$ cat src/mio_defs.svh
// Register map, field positions, reset values and timing for the motion I/O block
`ifndef MIO_DEFS_SVH
`define MIO_DEFS_SVH
`define MIO_ADDR_W        8
`define MIO_ADDR_CTRL     8'h00
`define MIO_ADDR_INPOL    8'h04
`define MIO_ADDR_OUTPOL   8'h08
`define MIO_ADDR_GOUT     8'h0c
`define MIO_ADDR_CMD      8'h10
`define MIO_ADDR_STATUS   8'h14
`define MIO_ADDR_POSERR   8'h18
`define MIO_ADDR_FAULT    8'h1c
`define MIO_CTRL_LAUNCH   0
`define MIO_CTRL_DFIN     1
`define MIO_CTRL_SLESS    2
`define MIO_CTRL_FREE     3
`define MIO_CTRL_CRIT_LSB 8
`define MIO_CTRL_CRIT_MSB 15
`define MIO_CMD_FRESET    0
`define MIO_CMD_ABORT     1
`define MIO_CMD_START     2
`define MIO_GOUT_ASN_LSB  4
`define MIO_GOUT_ASN_MSB  7
`define MIO_ST_PROG_LSB   8
`define MIO_ST_PROG_MSB   14
`define MIO_ST_GIN_LSB    16
`define MIO_ST_GIN_MSB    22
`define MIO_CTRL_RST      32'h0000_0000
`define MIO_POL_RST       32'h0000_0000
`define MIO_GOUT_RST      32'h0000_0000
`define MIO_CAUSE_DRIVER  8'h01
`define MIO_RESP_OK       2'b00
`define MIO_RESP_ERR      2'b10
`define MIO_CLK_HZ        10000000
`define MIO_BLINK_MS      200
`define MIO_BLINK_GAP     3'h4
`endif

$ cat src/mio_pkg.sv
// Types shared by the motion I/O block
package mio_pkg;
   // Logical input pins; bit order matches the input polarity register
   typedef struct packed {
      logic       faultReset;
      logic       start;
      logic       abort;
      logic       jogPos;
      logic       jogNeg;
      logic       homePos;
      logic       homeNeg;
      logic       free;
      logic       poserrClear;
      logic       torqueLimit;
      logic [6:0] generalIn;
   } mio_pins_t;

   // Output pins; bit order matches the output polarity register
   typedef struct packed {
      logic       alarm;
      logic       motionEnd;
      logic       running;
      logic       moving;
      logic       torqueLimit;
      logic       brakeFree;
      logic [3:0] generalOut;
   } mio_outs_t;

   typedef enum logic [2:0] {
      MIO_MV_NONE     = 3'b000,
      MIO_MV_JOG_POS  = 3'b001,
      MIO_MV_JOG_NEG  = 3'b010,
      MIO_MV_HOME_POS = 3'b011,
      MIO_MV_HOME_NEG = 3'b100
   } mio_motion_t;

   typedef enum logic [1:0] {
      MIO_BL_IDLE = 2'b00,
      MIO_BL_ON   = 2'b01,
      MIO_BL_OFF  = 2'b10,
      MIO_BL_GAP  = 2'b11
   } mio_blink_t;
endpackage

$ cat src/mio_signal_logic.sv
// Motion I/O signal logic with AXI4-Lite register slave
//
// Local design decisions: the address map and the AXI4-Lite slave port.
`timescale 1ns/1ps
`include "mio_defs.svh"

// Behaviour
// - Fault reset input rising edge clears latched internal or driver alarm.
// - Launch 0: start rise begins sequence, or resumes pause if running.
// - Launch 1: start rise begins sequence; start fall aborts it.
// - Sequence program is picked from general inputs one to seven.
// - Abort rise ends sequence and motion with decelerating stop.
// - Jog inputs start continuous motion plus or minus, no target.
// - Homing inputs start home seeking positive or negative.
// - Brake free on when local, remote free input or free command.
// - Free status active exactly while free is active.
// - Error clear copies feedback to command; clears driver counter if no alarm.
// - Torque-limit output follows torque-limit input.
// - Unassigned general outputs are plain ports set by command or sequence.
// - Signals default normally open; normally closed inverts on and off.
// - Alarm output changes on alarm; cause readable and blinked.
// - Alarm output restored by fault reset input or command.
// - Motion end follows pulse end, end area, or driver end.
// - Running while sequence runs; drops when final motion starts.
// - Moving while pulses issue; new motions rejected meanwhile.
// - Moving ignores driver moving input; used only in sensorless homing.
module mio_signal_logic
   import mio_pkg::*;
#(
   parameter int BLINK_CYC = `MIO_BLINK_MS * (`MIO_CLK_HZ / 1000)
)(
   input  wire logic                   core_clk,
   input  wire logic                   resetn,
   input  wire logic [`MIO_ADDR_W-1:0] awaddr,
   input  wire logic                   awvalid,
   output logic                        awready,
   input  wire logic [31:0]            wdata,
   input  wire logic [3:0]             wstrb,
   input  wire logic                   wvalid,
   output logic                        wready,
   output logic [1:0]                  bresp,
   output logic                        bvalid,
   input  wire logic                   bready,
   input  wire logic [`MIO_ADDR_W-1:0] araddr,
   input  wire logic                   arvalid,
   output logic                        arready,
   output logic [31:0]                 rdata,
   output logic [1:0]                  rresp,
   output logic                        rvalid,
   input  wire logic                   rready,
   input  wire mio_pins_t              pinsIn,
   input  wire logic                   remoteFreeIn,
   input  wire logic                   pulseBusy,
   input  wire logic                   inEndArea,
   input  wire logic                   driverEndIn,
   input  wire logic                   driverMoveIn,
   input  wire logic                   driverAlarmIn,
   input  wire logic                   protFaultIn,
   input  wire logic [7:0]             protCauseIn,
   input  wire logic                   seqLastMotionIn,
   input  wire logic                   seqDoneIn,
   input  wire logic                   seqOutWe,
   input  wire logic [3:0]             seqOutVal,
   input  wire logic [31:0]            feedbackPosition,
   input  wire logic [31:0]            commandedPosition,
   output logic                        seqStart,
   output logic                        seqResume,
   output logic                        seqAbort,
   output logic [6:0]                  seqProgram,
   output mio_motion_t                 motionReq,
   output logic                        motionStop,
   output logic                        cmdPosLoad,
   output logic [31:0]                 cmdPosValue,
   output logic                        devClear,
   output logic                        homePressSense,
   output logic                        ledOn,
   output mio_outs_t                   pinsOut
);
   localparam int PW = $bits(mio_pins_t);
   localparam int OW = $bits(mio_outs_t);

   function automatic logic [31:0] mergeStrb(input logic [31:0] old,
                                             input logic [31:0] nw,
                                             input logic [3:0]  strb);
      logic [31:0] r;
      r = old;
      for (int i = 0; i < 4; i++) begin
         if (strb[i]) begin
            r[i*8 +: 8] = nw[i*8 +: 8];
         end
      end
      return r;
   endfunction

   function automatic logic isMapped(input logic [`MIO_ADDR_W-1:0] a);
      return (a[1:0] == 2'b00) && (a <= `MIO_ADDR_FAULT);
   endfunction

   logic [31:0]            ctrl_reg;
   logic [31:0]            inPol_reg;
   logic [31:0]            outPol_reg;
   logic [31:0]            gout_reg;
   logic [`MIO_ADDR_W-1:0] awAddr_reg;
   logic [31:0]            wData_reg;
   logic [3:0]             wStrb_reg;
   logic                   awHeld_reg;
   logic                   wHeld_reg;
   logic                   doWrite;
   logic                   cmdFreset;
   logic                   cmdAbort;
   logic                   cmdStart;
   logic [PW-1:0]          sync1_reg;
   logic [PW-1:0]          sync2_reg;
   logic [PW-1:0]          prevLog_reg;
   logic [PW-1:0]          logNow;
   logic [PW-1:0]          riseVec;
   logic [PW-1:0]          fallVec;
   mio_pins_t              lg;
   mio_pins_t              rise;
   mio_pins_t              fall;
   logic                   running_reg;
   logic                   homing_reg;
   logic                   prevBusy_reg;
   logic                   alarm_reg;
   logic [7:0]             cause_reg;
   logic                   drvAlmPrev_reg;
   logic                   alarmSet;
   logic                   alarmClr;
   logic                   freeStatus;
   logic                   motionEnd;
   logic                   abortAny;
   logic                   startRise;
   logic [31:0]            status;
   logic [31:0]            posErr;
   logic [31:0]            readMux;
   logic [OW-1:0]          outLogic;
   mio_outs_t              outFunc;
   mio_blink_t             blink_reg;
   logic [31:0]            tick_reg;
   logic                   tick;
   logic [3:0]             blinkCnt_reg;
   logic [2:0]             gapCnt_reg;

   // AXI4-Lite write channel
   assign awready = !awHeld_reg && !bvalid;
   assign wready  = !wHeld_reg && !bvalid;
   assign doWrite = awHeld_reg && wHeld_reg && !bvalid;

   always_ff @(posedge core_clk or negedge resetn) begin
      if (!resetn) begin
         awHeld_reg <= 1'b0;
         wHeld_reg  <= 1'b0;
         awAddr_reg <= '0;
         wData_reg  <= '0;
         wStrb_reg  <= '0;
         bvalid     <= 1'b0;
         bresp      <= `MIO_RESP_OK;
      end else begin
         if (awvalid && awready) begin
            awHeld_reg <= 1'b1;
            awAddr_reg <= awaddr;
         end
         if (wvalid && wready) begin
            wHeld_reg <= 1'b1;
            wData_reg <= wdata;
            wStrb_reg <= wstrb;
         end
         if (doWrite) begin
            awHeld_reg <= 1'b0;
            wHeld_reg  <= 1'b0;
            bvalid     <= 1'b1;
            bresp      <= isMapped(awAddr_reg) ? `MIO_RESP_OK : `MIO_RESP_ERR;
         end else if (bvalid && bready) begin
            bvalid <= 1'b0;
         end
      end
   end

   // Configuration registers; read-only offsets ignore writes
   always_ff @(posedge core_clk or negedge resetn) begin
      if (!resetn) begin
         ctrl_reg   <= `MIO_CTRL_RST;
         inPol_reg  <= `MIO_POL_RST;
         outPol_reg <= `MIO_POL_RST;
         gout_reg   <= `MIO_GOUT_RST;
      end else begin
         if (doWrite && awAddr_reg == `MIO_ADDR_CTRL) begin
            ctrl_reg <= mergeStrb(ctrl_reg, wData_reg, wStrb_reg);
         end
         if (doWrite && awAddr_reg == `MIO_ADDR_INPOL) begin
            inPol_reg <= mergeStrb(inPol_reg, wData_reg, wStrb_reg);
         end
         if (doWrite && awAddr_reg == `MIO_ADDR_OUTPOL) begin
            outPol_reg <= mergeStrb(outPol_reg, wData_reg, wStrb_reg);
         end
         if (seqOutWe) begin
            gout_reg[3:0] <= seqOutVal;
         end else if (doWrite && awAddr_reg == `MIO_ADDR_GOUT) begin
            gout_reg <= mergeStrb(gout_reg, wData_reg, wStrb_reg);
         end
      end
   end

   // Command strobes, one cycle each
   assign cmdFreset = doWrite && awAddr_reg == `MIO_ADDR_CMD && wStrb_reg[0]
                      && wData_reg[`MIO_CMD_FRESET];
   assign cmdAbort  = doWrite && awAddr_reg == `MIO_ADDR_CMD && wStrb_reg[0]
                      && wData_reg[`MIO_CMD_ABORT];
   assign cmdStart  = doWrite && awAddr_reg == `MIO_ADDR_CMD && wStrb_reg[0]
                      && wData_reg[`MIO_CMD_START];

   // AXI4-Lite read channel
   assign arready = !rvalid;

   always_ff @(posedge core_clk or negedge resetn) begin
      if (!resetn) begin
         rvalid <= 1'b0;
         rdata  <= '0;
         rresp  <= `MIO_RESP_OK;
      end else if (arvalid && arready) begin
         rvalid <= 1'b1;
         rdata  <= readMux;
         rresp  <= isMapped(araddr) ? `MIO_RESP_OK : `MIO_RESP_ERR;
      end else if (rvalid && rready) begin
         rvalid <= 1'b0;
      end
   end

   always_comb begin
      case (araddr)
         `MIO_ADDR_CTRL:   readMux = ctrl_reg;
         `MIO_ADDR_INPOL:  readMux = inPol_reg;
         `MIO_ADDR_OUTPOL: readMux = outPol_reg;
         `MIO_ADDR_GOUT:   readMux = gout_reg;
         `MIO_ADDR_STATUS: readMux = status;
         `MIO_ADDR_POSERR: readMux = posErr;
         `MIO_ADDR_FAULT:  readMux = {24'h00_0000, cause_reg};
         default:          readMux = 32'h0000_0000;
      endcase
   end

   always_ff @(posedge core_clk or negedge resetn) begin
      if (!resetn) begin
         sync1_reg   <= '0;
         sync2_reg   <= '0;
         prevLog_reg <= '0;
      end else begin
         sync1_reg   <= pinsIn;
         sync2_reg   <= sync1_reg;
         prevLog_reg <= logNow;
      end
   end

   assign logNow  = sync2_reg ^ inPol_reg[PW-1:0];
   assign riseVec = logNow & ~prevLog_reg;
   assign fallVec = ~logNow & prevLog_reg;
   assign lg      = logNow;
   assign rise    = riseVec;
   assign fall    = fallVec;

   assign abortAny  = rise.abort || cmdAbort;
   assign startRise = rise.start || cmdStart;

   // Sequence launch; registered pulses
   always_ff @(posedge core_clk or negedge resetn) begin
      if (!resetn) begin
         seqStart   <= 1'b0;
         seqResume  <= 1'b0;
         seqAbort   <= 1'b0;
         seqProgram <= '0;
         motionStop <= 1'b0;
      end else begin
         // resume when running in launch 0
         seqResume  <= startRise && running_reg && !abortAny
                       && !ctrl_reg[`MIO_CTRL_LAUNCH];
         seqStart   <= startRise && !running_reg && !abortAny;
         // falling start aborts in launch 1
         seqAbort   <= abortAny || (fall.start && running_reg
                       && ctrl_reg[`MIO_CTRL_LAUNCH]);
         motionStop <= abortAny;
         if (startRise && !running_reg) begin
            seqProgram <= lg.generalIn;
         end
      end
   end

   always_ff @(posedge core_clk or negedge resetn) begin
      if (!resetn) begin
         running_reg <= 1'b0;
      end else if (startRise && !running_reg && !abortAny) begin
         running_reg <= 1'b1;
      end else if (seqLastMotionIn || seqDoneIn || abortAny
                   || (fall.start && ctrl_reg[`MIO_CTRL_LAUNCH])) begin
         running_reg <= 1'b0;
      end
   end

   // Motion requests; fixed priority among simultaneous edges
   always_ff @(posedge core_clk or negedge resetn) begin
      if (!resetn) begin
         motionReq <= MIO_MV_NONE;
      end else begin
         motionReq <= MIO_MV_NONE;
         if (!pulseBusy && !abortAny) begin
            if (rise.jogPos) begin
               motionReq <= MIO_MV_JOG_POS;
            end else if (rise.jogNeg) begin
               motionReq <= MIO_MV_JOG_NEG;
            end else if (rise.homePos) begin
               motionReq <= MIO_MV_HOME_POS;
            end else if (rise.homeNeg) begin
               motionReq <= MIO_MV_HOME_NEG;
            end
         end
      end
   end

   // Homing window ends on busy fall or abort
   always_ff @(posedge core_clk or negedge resetn) begin
      if (!resetn) begin
         homing_reg   <= 1'b0;
         prevBusy_reg <= 1'b0;
      end else begin
         prevBusy_reg <= pulseBusy;
         if (!pulseBusy && !abortAny && (rise.homePos || rise.homeNeg)
             && !rise.jogPos && !rise.jogNeg) begin
            homing_reg <= 1'b1;
         end else if ((prevBusy_reg && !pulseBusy) || abortAny) begin
            homing_reg <= 1'b0;
         end
      end
   end

   // driver moving only seen in sensorless homing
   assign homePressSense = ctrl_reg[`MIO_CTRL_SLESS] && homing_reg && driverMoveIn;

   // alarm latch; set wins over clear
   assign alarmSet = protFaultIn || (driverAlarmIn && !drvAlmPrev_reg);
   // clear by input edge or command
   assign alarmClr = rise.faultReset || cmdFreset;

   always_ff @(posedge core_clk or negedge resetn) begin
      if (!resetn) begin
         alarm_reg      <= 1'b0;
         cause_reg      <= '0;
         drvAlmPrev_reg <= 1'b0;
      end else begin
         drvAlmPrev_reg <= driverAlarmIn;
         if (alarmSet) begin
            alarm_reg <= 1'b1;
            cause_reg <= protFaultIn ? protCauseIn : `MIO_CAUSE_DRIVER;
         end else if (alarmClr) begin
            alarm_reg <= 1'b0;
            cause_reg <= '0;
         end
      end
   end

   always_ff @(posedge core_clk or negedge resetn) begin
      if (!resetn) begin
         cmdPosLoad  <= 1'b0;
         cmdPosValue <= '0;
         devClear    <= 1'b0;
      end else begin
         cmdPosLoad <= rise.poserrClear;
         devClear   <= rise.poserrClear && !driverAlarmIn;
         if (rise.poserrClear) begin
            cmdPosValue <= feedbackPosition;
         end
      end
   end

   assign posErr = commandedPosition - feedbackPosition;

   // Blink divider; long period, so a parameter for simulation
   assign tick = (tick_reg == 32'(BLINK_CYC - 1));

   always_ff @(posedge core_clk or negedge resetn) begin
      if (!resetn) begin
         tick_reg <= '0;
      end else if (!alarm_reg || tick) begin
         tick_reg <= '0;
      end else begin
         tick_reg <= tick_reg + 32'h0000_0001;
      end
   end

   always_ff @(posedge core_clk or negedge resetn) begin
      if (!resetn) begin
         blink_reg    <= MIO_BL_IDLE;
         blinkCnt_reg <= '0;
         gapCnt_reg   <= '0;
      end else if (!alarm_reg) begin
         blink_reg <= MIO_BL_IDLE;
      end else if (tick) begin
         case (blink_reg)
            MIO_BL_IDLE: begin
               blink_reg    <= MIO_BL_ON;
               blinkCnt_reg <= cause_reg[3:0];
            end
            MIO_BL_ON: begin
               blink_reg <= MIO_BL_OFF;
            end
            MIO_BL_OFF: begin
               if (blinkCnt_reg <= 4'h1) begin
                  blink_reg  <= MIO_BL_GAP;
                  gapCnt_reg <= `MIO_BLINK_GAP;
               end else begin
                  blink_reg    <= MIO_BL_ON;
                  blinkCnt_reg <= blinkCnt_reg - 4'h1;
               end
            end
            MIO_BL_GAP: begin
               if (gapCnt_reg <= 3'h1) begin
                  blink_reg <= MIO_BL_IDLE;
               end else begin
                  gapCnt_reg <= gapCnt_reg - 3'h1;
               end
            end
            default: blink_reg <= MIO_BL_IDLE;
         endcase
      end
   end

   assign ledOn = (blink_reg == MIO_BL_ON);

   assign freeStatus = lg.free || remoteFreeIn || ctrl_reg[`MIO_CTRL_FREE];

   always_comb begin
      if (ctrl_reg[`MIO_CTRL_DFIN]) begin
         motionEnd = driverEndIn;
      end else if (ctrl_reg[`MIO_CTRL_CRIT_MSB:`MIO_CTRL_CRIT_LSB] == 8'h00) begin
         motionEnd = !pulseBusy;
      end else begin
         motionEnd = !pulseBusy && inEndArea;
      end
   end

   always_comb begin
      outFunc.alarm       = alarm_reg;
      outFunc.motionEnd   = motionEnd;
      outFunc.running     = running_reg;
      outFunc.moving      = pulseBusy;
      outFunc.torqueLimit = lg.torqueLimit;
      outFunc.brakeFree   = freeStatus;
      outFunc.generalOut[0] = gout_reg[`MIO_GOUT_ASN_LSB] ? alarm_reg : gout_reg[0];
      outFunc.generalOut[1] = gout_reg[`MIO_GOUT_ASN_LSB+1] ? motionEnd : gout_reg[1];
      outFunc.generalOut[2] = gout_reg[`MIO_GOUT_ASN_LSB+2] ? running_reg : gout_reg[2];
      outFunc.generalOut[3] = gout_reg[`MIO_GOUT_ASN_MSB] ? pulseBusy : gout_reg[3];
   end

   assign outLogic = outFunc ^ outPol_reg[OW-1:0];
   assign pinsOut  = outLogic;

   always_comb begin
      status = 32'h0000_0000;
      status[0] = alarm_reg;
      status[1] = running_reg;
      status[2] = pulseBusy;
      status[3] = freeStatus;
      status[4] = homing_reg;
      status[5] = motionEnd;
      status[6] = lg.torqueLimit;
      status[`MIO_ST_PROG_MSB:`MIO_ST_PROG_LSB] = seqProgram;
      status[`MIO_ST_GIN_MSB:`MIO_ST_GIN_LSB]   = lg.generalIn;
   end
endmodule

$ cat config.mk
export PLATFORM = sky130hd
export DESIGN_NAME = mio_signal_logic
export DESIGN_NICKNAME = d
export VERILOG_FILES = /design/src/mio_pkg.sv /design/src/mio_signal_logic.sv
export VERILOG_INCLUDE_DIRS = /design/src
export SDC_FILE = /design/constraint.sdc
export NUM_CORES = 1
export LEC_CHECK = 0
export ABC_AREA = 1
export BUFFER_PORTS_ARGS = -buffer_cell sky130_fd_sc_hd__buf_2
export CORE_ASPECT_RATIO = 1.2
export CORE_MARGIN = 2
export CORE_UTILIZATION = 58
export CTS_BUF_LIST = sky130_fd_sc_hd__clkbuf_16
export DETAILED_ROUTE_END_ITERATION = 8
export HOLD_SLACK_MARGIN = 0.12
export PLACE_DENSITY = 0.86
export SLEW_MARGIN = 0
export SYNTH_ARGS = -nofsm -noshare
export SYNTH_HDL_FRONTEND = slang
export SYNTH_SLANG_ARGS = --single-unit
export TNS_END_PERCENT = 100
$ cat constraint.sdc
create_clock -name core_clk -period 2.3 [get_ports core_clk]
set_input_delay 0.46 -clock core_clk [delete_from_list [all_inputs] [get_ports core_clk]]
set_output_delay 0.46 -clock core_clk [all_outputs]
set_load 0.005 [all_outputs]
==> results.py <==
metrics = {
    "clock_tree": {
        "cts_root_buf": "clkbuf_16",
        "h-tree-depth": 2,
        "cts_tree": "done",
        "cts_buffer_depth": 3,
        "worstSkewPairLatency_ns": 0.55,
        "clk_pin_slew_ns": 0.06,
        "clock_sinks": 354,
        "cts_buffers": 38,
    },
    "floorplan": {
        "start_util": 0.592,
        "die-area_sq_um": 31700,
        "ios": 263,
        "core-area_sq_um": 29700,
        "die_w_um": 163,
        "die-height_um": 195,
        "std_cell_rows": 69,
    },
    "worst_setup_path": {
        "worst-r2r-cell-count": 9,
        "start_kind": "flop",
        "worstSetupPathType": "flop to output pin",
        "critPathArrivalTime_ns": 1.90,
        "critPathMaxFanout": 3,
        "cp-end-kind": "output pin",
        "critPathRequiredTime_ns": 1.84,
    },
    "yosys": {
        "synthFlopType": "dfrtp_1",
        "ys_seq_elements": 354,
        "async_flop_share": 1.00,
        "seq_area_frac_synth": 0.504,
        "synth.largest_area_cell": "dfrtp_1",
        "synth_top_area_share": 0.504,
        "yosysWarnings": 0,
        "yosysUniqueCellTypes": 47,
        "syn_avg_cell_area_sq_um": 7.81,
        "synth_edf_count": 0,
        "synthTopCellsByArea": "dfrtp_1, nand2_1, inv_1",
        "synth_area_sq_um": 17600,
        "synthCells": 2249,
    },
    "sta": {
        "min_period_ns": 2.36,
        "setup_tns_ns": -0.111,
        "fmax_mhz": 424,
        "rsz0062_at_grt": "true",
        "finalHoldViolCount": 0,
        "finClkSkew_ns": 0.0155,
        "setup_viol_count_final": 2,
        "layout_setup_ws_ns": -0.0596,
        "holdWs_ns": 0.130,
        "slew_headroom": 0.608,
        "finalCritPeriodShare": 1.03,
        "slew_violations": 0,
        "worst_pin_slew_ns": 0.584,
    },
    "finish": {
        "utilization": 0.716,
        "drive_gt1_frac": 0.165,
        "num-fill-cells": 2272,
        "stdcell_area_sq_um": 21300,
        "multi_input_area_sq_um": 7350,
        "fin_nets": 2783,
        "final_cells": 3001,
        "syn2layout_area_growth_pct": 20.9,
        "regArea_sq_um": 8860,
        "final_cell_mix": "nand2_1, dfrtp_1, inv_1",
        "layout_commonest_cell": "nand2_1",
    },
    "placement": {
        "io_buffers": 260,
        "place_area_sq_um": 19700,
        "dp_slack_ns": -0.0731,
        "place.gp.congestion": 0.968,
        "post-place-cells": 2906,
        "dp_hpwl_um": 38600,
    },
    "drt": {
        "dr_total_vias": 16500,
        "viasPerCell": 5.49,
        "drt-total-wl_um": 52000,
        "drc": 0,
        "dr.pass1.iters": 6,
        "post_drt_wl_per_cell_um": 17.3,
        "drt_iter0_drc": 1533,
        "ant_nets": 0,
    },
    "pwr": {
        "cellPowerDensity_nw_per_um2": 836,
        "total_power_mw": 17.8,
        "power.leakage_nw": 11.3,
        "ir_drop_uv": 899,
    },
    "grt": {
        "grt_pass1_wl_um": 82300,
        "grt_max_degree": 75,
        "antenna_found_initial": 1,
        "first_global_vias": 15900,
        "track_usage": 0.330,
        "grt_remaining_overflow": 0,
    },
    "min_path": {
        "min_path_cells": 2,
        "hp-class": "primary input to flop",
    },
    "run_status": {
        "status": "finished, violations left",
        "violations": "negative setup slack",
    },
    "job": {
        "cap_violations": 0,
    },
}
==> timing repair <==
action | in CTS | in global routing
setup buffers | 5 | 3
resized for setup | 11 | 10
hold endpoints to repair | 66 | 0
hold buffers | 20 | 0
setup endpoints to repair | 3 | 7
pin swaps | 6 | 7
==> final cells by class <==
class                   count  share of cell area
multi-input cells        1524               0.346
repair buffers            349               0.102
inverters                 317              0.0560
flip-flops and latches    354               0.417
clock buffers              38              0.0447
clock inverters            28              0.0119
diodes                      1            0.000118
well taps                 390              0.0230
==> kinds of logic after synthesis <==
logic type,Yosys count,synth area share
mux,5,0.00320
flops,354,0.504
other cells,1,0.000213
compound gates,355,0.108
buf+inv,372,0.0811
simple gates,1087,0.258
fa+ha+maj,37,0.0268
xor+xnor,38,0.0189
==> routing by layer <==
layer | wire length, um | global-route usage
met5 | 0 | 0
met4 | 2600 | 0.156
met3 | 4010 | 0.0497
met2 | 24700 | 0.544
met1 | 20800 | 0.431
==> power by group <==
part	total (mW)	internal (mW)	switching (mW)
sequential	8.01	7.30	0.714
combinational	3.74	1.36	2.38
clock	6.02	3.47	2.55
==> cell usage after synthesis, types with 6 or more instances <==
library cell,instances
nand3_1,94
xor2_1,31
nand4_1,30
or2_2,16
a211oi_1,6
nor3_1,29
nand2_1,713
o21ai_1,16
o22ai_1,10
a21oi_1,99
ha_1,36
o21ai_0,190
dfrtp_1,354
xnor2_1,7
inv_1,314
o211ai_1,6
nor2_1,166
clkbuf_1,35
buf_2,14
nand3b_1,11
nor4_1,9
o21a_1,12
==> path summary, 6_finish.rpt <==
kind	to	slack (ns)	startpoint
hold / removal	rvalid$_DFFE_PN0P_	0.13	rready
hold reg to reg	sync2_reg[1]$_DFF_PN0_	0.35	sync1_reg[1]$_DFF_PN0_
max in group asynchronous	sync2_reg[6]$_DFF_PN0_	1.13	resetn
setup / recovery	pinsOut[1]	-0.06	ctrl_reg[15]$_DFFE_PN0P_
min in group asynchronous	tick_reg[27]$_DFF_PN0_	0.45	resetn
setup reg to reg	homing_reg$_DFFE_PN0P_	0.15	awAddr_reg[2]$_DFFE_PN0P_
==> worst max-delay path, stage by stage (launching register included) <==
cell and delay (ns):
dfrtp_1 0.37, inv_2 0.07, nand4_1 0.13, nor2_2 0.16, o211ai_1 0.13, nand3_1 0.13, o21ai_1 0.07, nand2_1 0.08
nand2_2 0.08, buf_6 0.13
Note: power is estimated with default switching activity, not from simulation.
